===== src/design/awt_params.svh =====
// register map, field positions and reset values of the converter control
`ifndef AWT_PARAMS_SVH
`define AWT_PARAMS_SVH

`define AWT_OFS_SETUP      8'h04
`define AWT_OFS_WINDOW_COMPARE_CONTROL    8'h08
`define AWT_OFS_SOFTWARE_TRIGGER     8'h0C
`define AWT_OFS_INSEL      8'h10
`define AWT_OFS_RESULT     8'h18
`define AWT_OFS_LOWER      8'h1C
`define AWT_OFS_UPPER      8'h20
`define AWT_OFS_GAIN       8'h24
`define AWT_OFS_OFFSET     8'h28
`define AWT_OFS_INT_STAT   8'h30
`define AWT_OFS_INT_CLR    8'h34
`define AWT_OFS_INT_EN     8'h38

`define AWT_SETUP_DIFF     0
`define AWT_SETUP_LEFT     1
`define AWT_SETUP_FREE     2
`define AWT_SETUP_CORR     3
`define AWT_SETUP_RES_LSB  4
`define AWT_SETUP_RES_MSB  5
`define AWT_SW_FLUSH       0
`define AWT_SW_START       1
`define AWT_INSEL_NEG_LSB  8
`define AWT_INT_DONE       0
`define AWT_INT_WIN        1
`define AWT_XTRA_MSB       3

`define AWT_RST_SETUP      6'h00
`define AWT_RST_WINDOW_COMPARE_CONTROL    3'h0
`define AWT_RST_RESULT     16'h0000
`define AWT_RST_THRESH     16'h0000
`define AWT_RST_GAIN       12'h800
`define AWT_RST_OFFSET     12'h000
`define AWT_GAIN_FRAC      11

`endif


===== src/design/awt_pkg.sv =====
// types shared by the converter control modules
package awt_pkg;

    typedef enum logic [1:0]
    {
        AWT_ST_IDLE = 2'b00,
        AWT_ST_CONV = 2'b01,
        AWT_ST_CORR = 2'b10,
        AWT_ST_DONE = 2'b11
    } awt_state_e;

    typedef enum logic [1:0]
    {
        AWT_RES_12 = 2'b00,
        AWT_RES_16 = 2'b01,
        AWT_RES_10 = 2'b10,
        AWT_RES_8  = 2'b11
    } awt_res_e;

    typedef enum logic [2:0]
    {
        AWT_WIN_OFF     = 3'b000,
        AWT_WIN_ABOVE   = 3'b001,
        AWT_WIN_BELOW   = 3'b010,
        AWT_WIN_INSIDE  = 3'b011,
        AWT_WIN_OUTSIDE = 3'b100
    } awt_win_e;

endpackage


===== src/design/awt_fmt_if.sv =====
// link between the sequencer and the result formatter
`timescale 1ns/10ps
`default_nettype none
interface awt_fmt_if;
    logic [15:0]       raw;
    awt_pkg::awt_res_e res_sel;
    logic              corr_en;
    logic              left_align;
    logic [11:0]       gain;
    logic [11:0]       offset;
    logic [2:0]        win_mode;
    logic [15:0]       lower;
    logic [15:0]       upper;
    logic [15:0]       result;
    logic              win_hit;

    modport ctrl (output raw, res_sel, corr_en, left_align, gain, offset,
                  output win_mode, lower, upper, input result, win_hit);
    modport fmt  (input raw, res_sel, corr_en, left_align, gain, offset,
                  input win_mode, lower, upper, output result, win_hit);
endinterface
`default_nettype wire


===== src/design/awt_result_fmt.sv =====
// correction, alignment and window compare of one conversion result
`timescale 1ns/10ps
`default_nettype none
`include "awt_params.svh"
module awt_result_fmt
(
    awt_fmt_if.fmt f
);
    logic        [15:0] max_val;
    logic        [3:0]  lshift;
    logic        [15:0] masked;
    logic signed [17:0] diff;
    logic signed [30:0] prod;
    logic signed [30:0] scaled;
    logic        [15:0] corrected;
    logic        [15:0] aligned;

    always_comb
    begin
        case (f.res_sel)
            awt_pkg::AWT_RES_12:
            begin
                max_val = 16'h0FFF;
                lshift  = 4'h4;
            end
            awt_pkg::AWT_RES_16:
            begin
                max_val = 16'hFFFF;
                lshift  = 4'h0;
            end
            awt_pkg::AWT_RES_10:
            begin
                max_val = 16'h03FF;
                lshift  = 4'h6;
            end
            default:
            begin
                max_val = 16'h00FF;
                lshift  = 4'h8;
            end
        endcase
    end

    always_comb
    begin
        masked = f.raw & max_val;
        diff   = $signed({2'b00, masked}) - 18'($signed(f.offset));
        prod   = 31'(diff) * $signed({19'h0_0000, f.gain});
        scaled = prod >>> `AWT_GAIN_FRAC;
        // clamp keeps a wrapped value from reading as full scale
        if (!f.corr_en)
            corrected = masked;
        else if (scaled < 0)
            corrected = 16'h0000;
        else if (scaled > $signed({15'h0000, max_val}))
            corrected = max_val;
        else
            corrected = scaled[15:0];
    end

    always_comb
    begin
        if (f.left_align)
            aligned = corrected << lshift;
        else
            aligned = corrected;
    end

    assign f.result = aligned;

    always_comb
    begin
        case (f.win_mode)
            3'h1:    f.win_hit = aligned > f.lower;
            3'h2:    f.win_hit = aligned < f.upper;
            3'h3:    f.win_hit = (aligned > f.lower) && (aligned < f.upper);
            3'h4:    f.win_hit = !((aligned > f.lower) && (aligned < f.upper));
            default: f.win_hit = 1'b0;
        endcase
    end
endmodule
`default_nettype wire


===== src/design/awt_control.sv =====
// register file and conversion sequencer of the converter control
//
// The address-and-strobe port was decided locally.
`timescale 1ns/10ps
`default_nettype none
`include "awt_params.svh"
module awt_control
#(
    parameter int MUX_W = 5
)
(
    // clock and reset
    input  wire logic             core_clk_i,
    input  wire logic             nrst_i,
    // register port
    input  wire logic [7:0]       reg_addr_i,
    input  wire logic [15:0]      reg_wdata_i,
    input  wire logic             reg_wr_i,
    input  wire logic             reg_rd_i,
    output var  logic [15:0]      reg_rdata_o,
    // analog core
    output var  logic             conv_start_o,
    output var  logic             conv_abort_o,
    output var  logic [MUX_W-1:0] pos_sel_o,
    output var  logic [MUX_W-1:0] neg_sel_o,
    output var  logic             diff_sel_o,
    output var  logic [1:0]       res_sel_o,
    input  wire logic             conv_done_i,
    input  wire logic [15:0]      conv_data_i,
    // interrupt
    output var  logic             irq_o
);
    // select fields must fit their byte of the input select register
    if (MUX_W < 1 || MUX_W > 8)
    begin : g_bad_mux_w
        $error("awt_control: MUX_W must lie in 1..8");
    end

    awt_pkg::awt_state_e state_reg;
    logic [5:0]          setup_reg;
    logic [2:0]          window_compare_control_reg;
    logic                start_reg;
    logic [15:0]         lower_reg;
    logic [15:0]         upper_reg;
    logic [11:0]         gain_reg;
    logic [11:0]         offset_reg;
    logic [15:0]         raw_reg;
    logic [15:0]         result_reg;
    logic [3:0]          xtra_reg;
    logic [1:0]          int_stat_reg;
    logic [1:0]          int_en_reg;
    logic [1:0]          int_stat_next;
    logic [1:0]          events;
    logic                wr_setup;
    logic                wr_software_trigger;
    logic                wr_window_compare_control;
    logic                wr_int_clr;
    logic                wr_int_en;
    logic                start_wr;
    logic                flush_wr;
    logic                launch;
    logic                restart;
    logic                busy;
    logic                completing;
    logic [15:0]         rd_mux;

    awt_fmt_if fmt_bus ();

    awt_result_fmt u_fmt
    (
        .f (fmt_bus.fmt)
    );

    assign fmt_bus.raw        = raw_reg;
    assign fmt_bus.res_sel    = awt_pkg::awt_res_e'(setup_reg[`AWT_SETUP_RES_MSB:`AWT_SETUP_RES_LSB]);
    assign fmt_bus.corr_en    = setup_reg[`AWT_SETUP_CORR];
    assign fmt_bus.left_align = setup_reg[`AWT_SETUP_LEFT];
    assign fmt_bus.gain       = gain_reg;
    assign fmt_bus.offset     = offset_reg;
    assign fmt_bus.win_mode   = window_compare_control_reg;
    assign fmt_bus.lower      = lower_reg;
    assign fmt_bus.upper      = upper_reg;

    // write decode
    assign wr_setup  = reg_wr_i && (reg_addr_i == `AWT_OFS_SETUP);
    assign wr_software_trigger = reg_wr_i && (reg_addr_i == `AWT_OFS_SOFTWARE_TRIGGER);
    assign wr_window_compare_control = reg_wr_i && (reg_addr_i == `AWT_OFS_WINDOW_COMPARE_CONTROL);
    assign wr_int_clr = reg_wr_i && (reg_addr_i == `AWT_OFS_INT_CLR);
    assign wr_int_en  = reg_wr_i && (reg_addr_i == `AWT_OFS_INT_EN);
    assign start_wr  = wr_software_trigger && reg_wdata_i[`AWT_SW_START];
    assign flush_wr  = wr_software_trigger && reg_wdata_i[`AWT_SW_FLUSH];
    assign busy      = (state_reg != awt_pkg::AWT_ST_IDLE);

    // flush wins over any launch in the same cycle
    assign launch  = (state_reg == awt_pkg::AWT_ST_IDLE) && start_reg && !flush_wr;
    assign restart = (state_reg == awt_pkg::AWT_ST_DONE) && setup_reg[`AWT_SETUP_FREE] && !flush_wr;

    // configuration registers
    always_ff @(posedge core_clk_i)
    begin
        if (!nrst_i)
        begin
            setup_reg   <= `AWT_RST_SETUP;
            window_compare_control_reg <= `AWT_RST_WINDOW_COMPARE_CONTROL;
        end
        else
        begin
            if (wr_setup)
                setup_reg <= reg_wdata_i[5:0];
            if (wr_window_compare_control)
                window_compare_control_reg <= reg_wdata_i[2:0];
        end
    end

    always_ff @(posedge core_clk_i)
    begin
        if (!nrst_i)
        begin
            lower_reg  <= `AWT_RST_THRESH;
            upper_reg  <= `AWT_RST_THRESH;
            gain_reg   <= `AWT_RST_GAIN;
            offset_reg <= `AWT_RST_OFFSET;
            pos_sel_o  <= '0;
            neg_sel_o  <= '0;
        end
        else if (reg_wr_i)
        begin
            case (reg_addr_i)
                `AWT_OFS_LOWER:  lower_reg  <= reg_wdata_i;
                `AWT_OFS_UPPER:  upper_reg  <= reg_wdata_i;
                `AWT_OFS_GAIN:   gain_reg   <= reg_wdata_i[11:0];
                `AWT_OFS_OFFSET: offset_reg <= reg_wdata_i[11:0];
                `AWT_OFS_INSEL:
                begin
                    pos_sel_o <= reg_wdata_i[MUX_W-1:0];
                    neg_sel_o <= reg_wdata_i[`AWT_INSEL_NEG_LSB +: MUX_W];
                end
                default:
                begin
                end
            endcase
        end
    end

    // mode outputs to the analog core follow the setup register
    always_ff @(posedge core_clk_i)
    begin
        if (!nrst_i)
        begin
            diff_sel_o <= 1'b0;
            res_sel_o  <= 2'b00;
        end
        else
        begin
            diff_sel_o <= setup_reg[`AWT_SETUP_DIFF];
            res_sel_o  <= setup_reg[`AWT_SETUP_RES_MSB:`AWT_SETUP_RES_LSB];
        end
    end

    // pending start; flush re-arms it so operation resumes afterwards
    // hardware clear outranks a start write, so nothing queues twice
    always_ff @(posedge core_clk_i)
    begin
        if (!nrst_i)
            start_reg <= 1'b0;
        else if (flush_wr && (busy || start_reg))
            start_reg <= 1'b1;
        else if (launch)
            start_reg <= 1'b0;
        else if (start_wr)
            start_reg <= 1'b1;
    end

    // conversion sequencer
    always_ff @(posedge core_clk_i)
    begin
        if (!nrst_i)
            state_reg <= awt_pkg::AWT_ST_IDLE;
        else if (flush_wr)
            state_reg <= awt_pkg::AWT_ST_IDLE;
        else
        begin
            case (state_reg)
                awt_pkg::AWT_ST_IDLE:
                begin
                    if (launch)
                        state_reg <= awt_pkg::AWT_ST_CONV;
                end
                awt_pkg::AWT_ST_CONV:
                begin
                    if (conv_done_i && setup_reg[`AWT_SETUP_CORR]
                        && (offset_reg[`AWT_XTRA_MSB:0] != 4'h0))
                        state_reg <= awt_pkg::AWT_ST_CORR;
                    else if (conv_done_i)
                        state_reg <= awt_pkg::AWT_ST_DONE;
                end
                awt_pkg::AWT_ST_CORR:
                begin
                    if (xtra_reg == 4'h1)
                        state_reg <= awt_pkg::AWT_ST_DONE;
                end
                awt_pkg::AWT_ST_DONE:
                begin
                    if (restart)
                        state_reg <= awt_pkg::AWT_ST_CONV;
                    else
                        state_reg <= awt_pkg::AWT_ST_IDLE;
                end
                default:
                    state_reg <= awt_pkg::AWT_ST_IDLE;
            endcase
        end
    end

    // extra correction cycles
    // reloaded while converting, so an offset change applies next time
    always_ff @(posedge core_clk_i)
    begin
        if (!nrst_i)
            xtra_reg <= 4'h0;
        else if (state_reg == awt_pkg::AWT_ST_CONV)
            xtra_reg <= offset_reg[`AWT_XTRA_MSB:0];
        else if (state_reg == awt_pkg::AWT_ST_CORR)
            xtra_reg <= xtra_reg - 4'h1;
    end

    // raw sample is only taken while converting, so a flushed one never lands
    always_ff @(posedge core_clk_i)
    begin
        if (!nrst_i)
            raw_reg <= 16'h0000;
        else if (state_reg == awt_pkg::AWT_ST_CONV && conv_done_i && !flush_wr)
            raw_reg <= conv_data_i;
    end

    always_ff @(posedge core_clk_i)
    begin
        if (!nrst_i)
            result_reg <= `AWT_RST_RESULT;
        else if (completing)
            result_reg <= fmt_bus.result;
    end

    // start and abort strobes to the analog core
    // launch and restart never coincide, one strobe serves both
    always_ff @(posedge core_clk_i)
    begin
        if (!nrst_i)
        begin
            conv_start_o <= 1'b0;
            conv_abort_o <= 1'b0;
        end
        else
        begin
            conv_start_o <= launch || restart;
            conv_abort_o <= flush_wr && busy;
        end
    end

    // a completion cancelled by a flush raises no status
    assign completing = (state_reg == awt_pkg::AWT_ST_DONE) && !flush_wr;

    // interrupt status: set wins over a clear in the same cycle
    always_comb
    begin
        events                = 2'b00;
        events[`AWT_INT_DONE] = completing;
        events[`AWT_INT_WIN]  = completing && fmt_bus.win_hit;
    end

    always_comb
    begin
        int_stat_next = int_stat_reg;
        if (wr_int_clr)
            int_stat_next = int_stat_next & ~reg_wdata_i[1:0];
        int_stat_next = int_stat_next | events;
    end

    always_ff @(posedge core_clk_i)
    begin
        if (!nrst_i)
        begin
            int_stat_reg <= 2'b00;
            int_en_reg   <= 2'b00;
            irq_o        <= 1'b0;
        end
        else
        begin
            int_stat_reg <= int_stat_next;
            if (wr_int_en)
                int_en_reg <= reg_wdata_i[1:0];
            irq_o <= |(int_stat_reg & int_en_reg);
        end
    end

    // read path, unmapped reads return zero
    always_comb
    begin
        case (reg_addr_i)
            `AWT_OFS_SETUP:    rd_mux = {10'h000, setup_reg};
            `AWT_OFS_WINDOW_COMPARE_CONTROL:  rd_mux = {13'h0000, window_compare_control_reg};
            `AWT_OFS_SOFTWARE_TRIGGER:   rd_mux = {14'h0000, start_reg, 1'b0};
            `AWT_OFS_INSEL:    rd_mux = 16'({neg_sel_o, 8'(pos_sel_o)});
            `AWT_OFS_RESULT:   rd_mux = result_reg;
            `AWT_OFS_LOWER:    rd_mux = lower_reg;
            `AWT_OFS_UPPER:    rd_mux = upper_reg;
            `AWT_OFS_GAIN:     rd_mux = {4'h0, gain_reg};
            `AWT_OFS_OFFSET:   rd_mux = {4'h0, offset_reg};
            `AWT_OFS_INT_STAT: rd_mux = {14'h0000, int_stat_reg};
            `AWT_OFS_INT_EN:   rd_mux = {14'h0000, int_en_reg};
            default:           rd_mux = 16'h0000;
        endcase
    end

    // zero outside the answer cycle so a stale word never lingers
    always_ff @(posedge core_clk_i)
    begin
        if (!nrst_i)
            reg_rdata_o <= 16'h0000;
        else if (reg_rd_i)
            reg_rdata_o <= rd_mux;
        else
            reg_rdata_o <= 16'h0000;
    end
endmodule
`default_nettype wire


===== config.mk =====
export PLATFORM = sky130hd
export DESIGN_NAME = awt_control
export DESIGN_NICKNAME = d
export VERILOG_FILES = /design/src/design/awt_pkg.sv /design/src/design/awt_fmt_if.sv /design/src/design/awt_result_fmt.sv /design/src/design/awt_control.sv
export VERILOG_INCLUDE_DIRS = /design/src /design/src/design
export SDC_FILE = /design/constraint.sdc
export NUM_CORES = 1
export LEC_CHECK = 0
export BUFFER_PORTS_ARGS = -buffer_cell sky130_fd_sc_hd__buf_4
export CAP_MARGIN = 20
export CORE_MARGIN = 2
export CORE_UTILIZATION = 60
export CTS_CLUSTER_DIAMETER = 200
export CTS_CLUSTER_SIZE = 14
export DETAILED_ROUTE_END_ITERATION = 8
export PLACE_DENSITY = 0.87
export SYNTH_ARGS = -nofsm -noshare
export SYNTH_HDL_FRONTEND = slang
export SYNTH_SLANG_ARGS = --single-unit

===== constraint.sdc =====
create_clock -name core_clk_i -period 13.74 [get_ports core_clk_i]
set_input_delay 3.435 -clock core_clk_i [delete_from_list [all_inputs] [get_ports core_clk_i]]
set_output_delay 3.435 -clock core_clk_i [all_outputs]
set_load 0.05 [all_outputs]

Word-level counts from Yosys, hierarchy flattened --
Index checks and enable logic that the tools add are counted.
Storage, ports and cells: memory bits (read-only) 0, memory bits (writable) 0, memories 0, logic and storage cells 119, register bits after elaboration 140, bits in latches 0
Operators by class: bitwise operators 6, equal/unequal tests 25, muxes and demuxes 20, $mul 1, divide/modulo/power cells 0, magnitude comparators 4, reduce and logical (&&, ||, !) cells 39, shifts and indexed selects 1, add/sub/neg operators 2
Operators with widths (count):
- case mux 16 bit (11 select lines) | 1
- two-way mux 16 bit | 4
- equality test 8 x 6 -> 1 bit, second input constant | 6
- case mux 16 bit (3 select lines) | 1
- multiplier 18 x 13 -> 31 bit | 1
- equality test 8 x 5 -> 1 bit, second input constant | 3
- > comparator 20 x 17 -> 1 bit | 1
- logical AND 1 bit | 20
- < comparator 20 x 1 -> 1 bit, second input constant | 1
- subtractor 17 x 12 -> 18 bit | 1
- bitwise AND 16 bit | 1
- equality test 8 x 4 -> 1 bit, second input constant | 2
- > comparator 16 bit | 1
- < comparator 16 bit | 1
- left shift 16 x 4 -> 16 bit | 1
- case mux 4 bit (3 select lines) | 1
- AND reduction 2 bit | 6
- two-way mux 2 bit | 5
- equality test 8 x 3 -> 1 bit, second input constant | 1
- two-way mux 4 bit | 2
- case mux 2 bit (4 select lines) | 1
- equality test 2 bit, second input constant | 3
- equality test 3 x 2 -> 1 bit, second input constant | 2
- bitwise AND 2 bit | 2
- 20 further kinds | 30

Depth between registers and ports, before layout --
Gate-level depths: netlist (run 1).
depth in word-level cells 17, mapped depth 55, mapped depth without buffers 54

By module --
From an unflattened synthesis (run 1), not the netlist that was laid out.
Unflattened totals: cells, all modules 2006, area, all modules 17118.9 um^2
Modules (own cells, without submodules):
- awt_result_fmt | sequential area each 0.0 um^2, area an instance 10786.6 um^2, cells an instance 1338, instances 1
- awt_control | sequential area each 2802.7 um^2, area an instance 6332.3 um^2, cells an instance 668, instances 1

Worst setup path after synthesis (run 1) --
Ideal clock, no wire load.
kind reg-to-reg, from register offset_reg[1] (netlist: fmt_bus.offset[1]), to register int_stat_reg[1], required time 13.609 ns, path buffers 3, data arrival time 11.265 ns, clock period less this slack 11.396 ns, cell stages (with the launch flop) 54, setup slack 2.344 ns, path through dfxtp_1 -> inv_1 -> ha_1 -> nor2b_1 -> o21ai_0 -> a21boi_0 -> o21ai_0 -> a21boi_0 -> o21ai_0 -> a21oi_1 -> a2111oi_2 -> or3_1 -> clkbuf_1 -> a31o_2 -> buf_2 -> buf_2 -> mux2i_1 -> fa_1 -> [... 18 more ...] -> and4b_1 -> nand4b_1 -> o31a_2 -> o32a_1 -> a21oi_1 -> a211oi_1 -> a211o_1 -> ha_1 -> a21o_1 -> a21o_1 -> a21oi_1 -> nor2b_1 -> o21ai_0 -> a21boi_0 -> o31ai_1 -> a211oi_1 -> a211oi_1 -> o211ai_1
On the way: word-level cells in the longest chain between the ends 14, elaborated cells on any way between the ends 16
RTL lines:
- start, declared | line awt_control.sv:46 | logic [11:0] offset_reg;
- start signal, assigned | line awt_control.sv:122 | offset_reg <= `AWT_RST_OFFSET;
- start signal, assigned | line awt_control.sv:132 | `AWT_OFS_OFFSET: offset_reg <= reg_wdata_i[11:0];
- subtractor 17 x 12 -> 18 bit (*) | line awt_result_fmt.sv:47 | diff = $signed({2'b00, masked}) - 18'($signed(f.offset));
- multiplier 18 x 13 -> 31 bit (*) | line awt_result_fmt.sv:48 | prod = 31'(diff) * $signed({19'h0_0000, f.gain});
- > comparator 20 x 17 -> 1 bit | line awt_result_fmt.sv:55 | else if (scaled > $signed({15'h0000, max_val}))
- two-way mux 16 bit | line awt_result_fmt.sv:55
- two-way mux 16 bit (*) | line awt_result_fmt.sv:53 | else if (scaled < 0)
- two-way mux 16 bit (*) | line awt_result_fmt.sv:51 | if (!f.corr_en)
- left shift 16 x 4 -> 16 bit | line awt_result_fmt.sv:64 | aligned = corrected << lshift;
- two-way mux 16 bit (*) | line awt_result_fmt.sv:63 | if (f.left_align)
- named net fmt_bus.result[9] | line awt_fmt_if.sv:14 | logic [15:0] result;
- > comparator 16 bit or < comparator 16 bit (tied branches)
- logical AND 1 bit | line awt_result_fmt.sv:76, awt_result_fmt.sv:77
- logical NOT 1 bit | line awt_result_fmt.sv:77 | 3'h4: f.win_hit = !((aligned > f.lower) && (aligned < f.upper));
- case mux 1 bit (4 select lines) (*) | line awt_result_fmt.sv:73 | case (f.win_mode)
- logical AND 1 bit (*) | line awt_control.sv:268 | events[`AWT_INT_WIN] = completing && fmt_bus.win_hit;
- bitwise OR 2 bit (*) | line awt_control.sv:276 | int_stat_next = int_stat_next | events;
- end signal, assigned | line awt_control.sv:289 | int_stat_reg <= int_stat_next;
- end, declared | line awt_control.sv:50 | logic [1:0] int_stat_reg;
Mark *: on every way through the listed nets, which the timed path passes. The rest lies on a longest branch. A chain may end at the register's enable or synchronous reset.

Final worst setup path (run 1) --
Ends and elaborated chain as after synthesis.

==> flow_summary.toml, run 1 <==
[run_status]
status = "finished clean"

[placed_design]
dp.cells = 2549
placedInstanceArea_mm2 = 0.0184
dp_hpwl_mm = 39.4
portBuffers = 76
routabilityCongestion = 1.00

[synth]
async_flop_share_pct = 0
synthXorXnorAreaFrac_pct = 1.60
synth_edf_count = 0
syn-instance-count = 2179
synth_compound_area_share_pct = 17.8
ys_types = 85
syn-cell-area_mm2 = 0.0175
synth_seq_cells = 140
synth-adder-area-share_pct = 31.8
syn_nets = 2551
synth_area_per_cell_um2 = 8.04
synth_top_family_by_area = "adder cells"
yosysSeqAreaShare_pct = 16.0
yosys_warnings = 0
synthFlopType = "dfxtp_1"
synthSimpleGateAreaFrac_pct = 20.6
synth_mux_area_share_pct = 2.55

[routing]
wl_per_cell_um = 19.8
remaining_drc_errors = 0
routed_wirelength_mm = 51.1
drt_first_pass_iters = 8
drtIter0Drc = 1782
postRouteAntennaNets = 0
vias_per_cell = 6.20
routed-via-count = 15998

[layout]
final_area_mm2 = 0.0190
finalNetCount = 2557
syn2layout_area_growth_pct = 8.25
drive_above_1_share_pct = 8.10
final_util_pct = 66.1
stdcell_count = 2582
n_fill_cell = 2376
register_area_mm2 = 0.00280
multi_input_area_mm2 = 0.0130
mostFrequentLayoutCells = "inv_1, nand2_1, fa_1, dfxtp_1, ha_1"
antennaDiodeCount = 0

[die]
num_rows = 62
ios = 77
die_h_um = 175
die_w_um = 175
start_util_pct = 61.1
core-area_mm2 = 0.0287
die_area_mm2 = 0.0306

[global_routing]
antenna_found_initial = 0
grt-ovfl-total = 0
grt_first_pass_wirelength_mm = 82.8
grt.total_usage_pct = 33.9
grt_pass1_vias = 15897
grt_max_degree = 81

[critical_path]
reg2reg_slack_ps = 780
rr_endpoint = "int_stat_reg[1]$_SDFF_PN0_"
slowest_delay_ps = 560
endpoint_kind = "flip-flop"
cp-start-kind = "flip-flop"
crit_required_ps = 14050
path_class = "reg2reg"
crit_top_cell = "fa_1"
r2r_cells = 50
r2r_start = "fmt_bus.offset[1]$_SDFFE_PN0P_"
cp.arrival_ps = 13270
crit_path_max_fanout = 18
cpMaxStageDelayCell = "a2111oi_2"

[run]
cap_violations = 0

[clock_tree]
cts_max_level = 4
clk_latency_ps = 440
cts_setup_buffers = 0
clock-sinks = 140
clock-root-buffer = "clkbuf_16"
cts_made_buffers = 17
clk_pin_slew_ps = 70
cts_tree = "yes"
cts_buffer_depth = 2
hold_buffers = 0
cts_resized = 0

[worst_hold_path]
min_to = "fmt_bus.raw[11]$_SDFFE_PN0P_"
whs_path_depth = 2
hold_path_class = "reg2reg"
min_from = "fmt_bus.raw[11]$_SDFFE_PN0P_"

[timing]
finalMaxSlewViolations = 0
tightest_slew_ps = 1090
fin_crit_ps = 12960
fin_crit_sh_pct = 94.3
max_freq_mhz = 77.2
timing_hold_violations_final = 0
setup_tns_ps = 0
setup_viol = 0
rsz0062_at_grt = "false"
timing.hold.ws_ps = 466
finalClockSkew_ps = 13.6
slew_headroom_pct = 27.2

[pwr]
power_density_mw_per_mm2 = 55.5
p_leak_nw = 8.47
vdd_ir_drop_max_uv = 95.0
-- power breakdown --
group          internal [W]  switching [W]
registers          0.000407     0.00000183
logic             0.0000700       0.000116
clock network      0.000242       0.000216
-- stage by stage --
stage,worst slack (ps),total power [W]
after floorplan,2340,0.000540
after global placement,1120,0.000595
after detailed placement,707,0.000597
after CTS,651,0.00105
after global routing,60.6,0.00108
final,780,0.00105
-- worst max-delay path: cells and delay by family, from the launching register on --
family	cells	cell delay, ps
AOI/OAI and AO/OA	24	5710
xor gates and xnor gates	1	180
adders and majority gates	9	3770
buffers and inverters	5	660
DFF	1	430
muxes	1	290
and+or+nand+nor	10	1780
-- cells by family after synthesis --
family / count (synthesis)
AOI/OAI and AO/OA: 432
adders and majority gates: 327
DFF: 140
buffers and inverters: 453
muxes: 44
and+or+nand+nor: 751
xor gates and xnor gates: 32
-- cell usage after synthesis, types with 11 or more instances --
cell / number / area, µm²
ha_1: 130 / 1630
nor2_1: 91 / 342
a211oi_1: 20 / 150
o211ai_1: 11 / 82.6
xnor2_1: 23 / 201
nor2b_1: 49 / 307
mux2i_1: 39 / 390
dfxtp_1: 140 / 2800
a22oi_1: 36 / 270
a21boi_0: 80 / 601
nand3_1: 67 / 335
fa_1: 197 / 3940
and2_1: 91 / 569
a31oi_1: 35 / 219
a221oi_1: 12 / 105
o21ai_0: 49 / 245
nand2b_1: 12 / 75.1
clkbuf_1: 120 / 450
inv_1: 327 / 1230
a21oi_1: 51 / 255
a21o_1: 22 / 165
nand2_1: 327 / 1230
nor3b_1: 15 / 113
nor3_1: 32 / 160
nand4_1: 18 / 113
and3_1: 14 / 87.6
-- cell type report --
| type | instances | area share (%) |
|---|---|---|
| clock buffer | 17 | 2.24 |
| clock inverter | 15 | 0.772 |
| inverter | 328 | 6.49 |
| multi-input combinational | 1586 | 68.8 |
| sequential | 140 | 14.8 |
| tap | 384 | 2.53 |
| timing repair buffer | 112 | 4.43 |
-- how the worst max path moves through the flow --
stage	startpoint	endpoint	slack [ps]
CTS	fmt_bus.offset[1]$_SDFFE_PN0P_	int_stat_reg[1]$_SDFF_PN0_	650
global route	fmt_bus.offset[11]$_SDFFE_PN0P_	int_stat_reg[1]$_SDFF_PN0_	60
global placement	fmt_bus.offset[1]$_SDFFE_PN0P_	int_stat_reg[1]$_SDFF_PN0_	1120
floorplan	fmt_bus.offset[1]$_SDFFE_PN0P_	int_stat_reg[1]$_SDFF_PN0_	2340
detailed placement	fmt_bus.offset[1]$_SDFFE_PN0P_	int_stat_reg[1]$_SDFF_PN0_	710
finish	fmt_bus.offset[1]$_SDFFE_PN0P_	int_stat_reg[1]$_SDFF_PN0_	780
-- layer usage --
layer  wire length (µm)  vias up  global-route usage, %
li1                   -     7245                      -
met1              20900     7816                   46.0
met2              23800      817                   54.8
met3               4750      120                   5.37
met4               1640        0                   12.9
met5                  0        -                      0
Note: power is estimated with default switching activity, not from simulation.
==> run 2, diff against run 1 <==
--- a/config.mk
+++ b/config.mk
@@ -13,7 +13,9 @@
 export CTS_CLUSTER_DIAMETER = 200
 export CTS_CLUSTER_SIZE = 14
 export DETAILED_ROUTE_END_ITERATION = 8
-export PLACE_DENSITY = 0.87
+export PLACE_DENSITY = 0.78
+export SLEW_MARGIN = 20
 export SYNTH_ARGS = -nofsm -noshare
 export SYNTH_HDL_FRONTEND = slang
+export SYNTH_HIERARCHICAL = 1
 export SYNTH_SLANG_ARGS = --single-unit
==> flow_summary.toml, run 2 <==
[run_status]
status = "finished clean"

[synth]
synth_most_common_cell = "inv_1"
synth_edf_count = 0
synth_area_per_cell_um2 = 8.53
syn_nets = 2378
synthFlopType = "dfxtp_1"
synth_seq_cells = 140
syn-cell-area_mm2 = 0.0171
synth_common_cells = "inv_1, nand2_1, fa_1"
ys_types = 96
synth_top_cell_by_area = "fa_1"
syn-instance-count = 2006
yosys_warnings = 6
yosysSeqAreaShare_pct = 16.4
yosys.area.top_type_share_pct = 22.6
yosys-top-cells-area = "fa_1, dfxtp_1, ha_1"
async_flop_share_pct = 0

[routing]
drt_first_pass_iters = 6
routed_wirelength_mm = 48.2
wl_per_cell_um = 19.9
vias_per_cell = 5.93
postRouteAntennaNets = 0
drtIter0Drc = 1222
routed-via-count = 14374
remaining_drc_errors = 0

[global_routing]
grt-ovfl-total = 0
antenna_found_initial = 0
grt_first_pass_wirelength_mm = 78.3
grt.total_usage_pct = 32.6
grt_pass1_vias = 14769
grt_max_degree = 116

[placed_design]
portBuffers = 76
routabilityCongestion = 0.977
dp_hpwl_mm = 37.9
pre_cts_slack_ps = 278

[critical_path]
crit_required_ps = 14030
slowest_delay_ps = 540
crit_top_cell = "a21o_1"
path_class = "reg2reg"
cp.arrival_ps = 13400
r2r_start = "fmt_bus.offset[1]$_SDFFE_PN0P_"
cpMaxStageDelayCell = "fa_1"
crit_buf_inv = 5
crit_family = "compound AO/OA/AOI/OAI gates"
startpoint = "fmt_bus.offset[1]$_SDFFE_PN0P_"
endpoint_kind = "flip-flop"
cp-start-kind = "flip-flop"
crit_path_max_fanout = 13

[timing]
tightest_slew_ps = 1090
fin_crit_sh_pct = 95.4
fin_crit_ps = 13110
setup_tns_ps = 0
timing_hold_violations_final = 0
max_freq_mhz = 76.3
finalClockSkew_ps = 16.9
finalMaxSlewViolations = 0
setup_viol = 0
setup_slack_ps = 633
slew_headroom_pct = 27.2

[die]
die_area_mm2 = 0.0299
die_w_um = 173
num_rows = 61
core-area_mm2 = 0.0279
start_util_pct = 61.3
die_h_um = 173
ios = 77

[clock_tree]
cts_made_buffers = 17
cts_buffer_depth = 2
clk_pin_slew_ps = 70
cts_max_level = 4
cts_tree = "yes"
hold_buffers = 0
clock-root-buffer = "clkbuf_16"
clk_latency_ps = 430
clock-sinks = 140

[layout]
n_fill_cell = 2327
finalNetCount = 2404
drive_above_1_share_pct = 9.63
layout_commonest_cell = "inv_1"
syn2layout_area_growth_pct = 8.90
mostFrequentLayoutCells = "inv_1, nand2_1, fa_1, dfxtp_1, ha_1"

[pwr]
p_leak_nw = 8.74
p_switching_w = 0.000966
combPwrFrac_pct = 57.1
vdd_ir_drop_max_uv = 114
seq_power_share_pct = 20.1
internal_power_w = 0.00118
clkPwrFrac_pct = 22.8
power_density_mw_per_mm2 = 115
swShare_pct = 45.0

[run]
cap_violations = 0

[worst_hold_path]
hold_path_class = "reg2reg"
min_from = "result_reg[4]$_SDFFE_PN0P_"
[run 2: kinds of logic after synthesis]
| family | count (synthesis) | synth area share (%) |
|---|---|---|
| compound gates | 346 | 14.6 |
| flops | 140 | 16.4 |
| buf+inv | 424 | 9.72 |
| xor+xnor | 34 | 1.74 |
| fa+ha+maj | 327 | 32.4 |
| simple gates | 643 | 19.7 |
| mux | 92 | 5.49 |
[run 2: timing repair]
action / CTS / global route
resized for setup: 0 / 15
endpoints found under the setup margin: 0 / 1
buffers inserted: 0 / 3
[run 2: worst min-delay path, stage by stage, from the launching register on]
cell and delay (ps):
dfxtp_1 310, nand3_1 50, o21ai_0 60
[run 2: per-layer routing]
layer	routed length, µm	global-route usage, %
met5	0	0
met4	911	8.51
met3	3700	6.20
met2	23000	53.7
met1	20600	44.3
[run 2: per-stage QoR]
step / instance area, µm² / hold WS, ps / cells / total power (W) / utilization (%)
floorplan: 17100 / 432 / 2006 / 0.00126 / -
global placement: 17900 / 452 / 2388 / 0.00154 / 64.2
detailed placement: 17900 / 471 / 2388 / 0.00157 / 64.2
CTS: 18600 / 479 / 2420 / 0.00206 / 66.4
global route: 18600 / 497 / 2423 / 0.00227 / 66.7
finish: 18600 / 477 / 2424 / 0.00215 / 66.7
[run 2: cell type report]
type / instances / area, µm² / share of cell area (%)
antenna: 1 / 2.50 / 0.0134
clock buffer: 17 / 425 / 2.28
clock inverter: 15 / 195 / 1.05
inverter: 323 / 1210 / 6.50
multi-input combinational: 1442 / 12700 / 68.2
sequential: 140 / 2800 / 15.0
tap: 378 / 473 / 2.54
timing repair buffer: 108 / 811 / 4.35
[run 2: worst paths after layout]
| kind | endpoint | slack (ps) | cells past startpoint |
|---|---|---|---|
| min reg2reg | result_reg[4]$_SDFFE_PN0P_ | 480 | 2 |
| max | int_stat_reg[1]$_SDFF_PN0_ | 630 | 52 |
| max reg2reg | int_stat_reg[1]$_SDFF_PN0_ | 630 | 52 |
| min | result_reg[4]$_SDFFE_PN0P_ | 480 | 2 |
[run 2: power groups by stage]
stage	sequential, W	combinational, W	clock, W
global route	0.000433	0.00133	0.000508
global placement	0.000440	0.00110	0
finish	0.000432	0.00122	0.000489
CTS	0.000431	0.00114	0.000490
floorplan	0.000435	0.000828	0
detailed placement	0.000440	0.00113	0
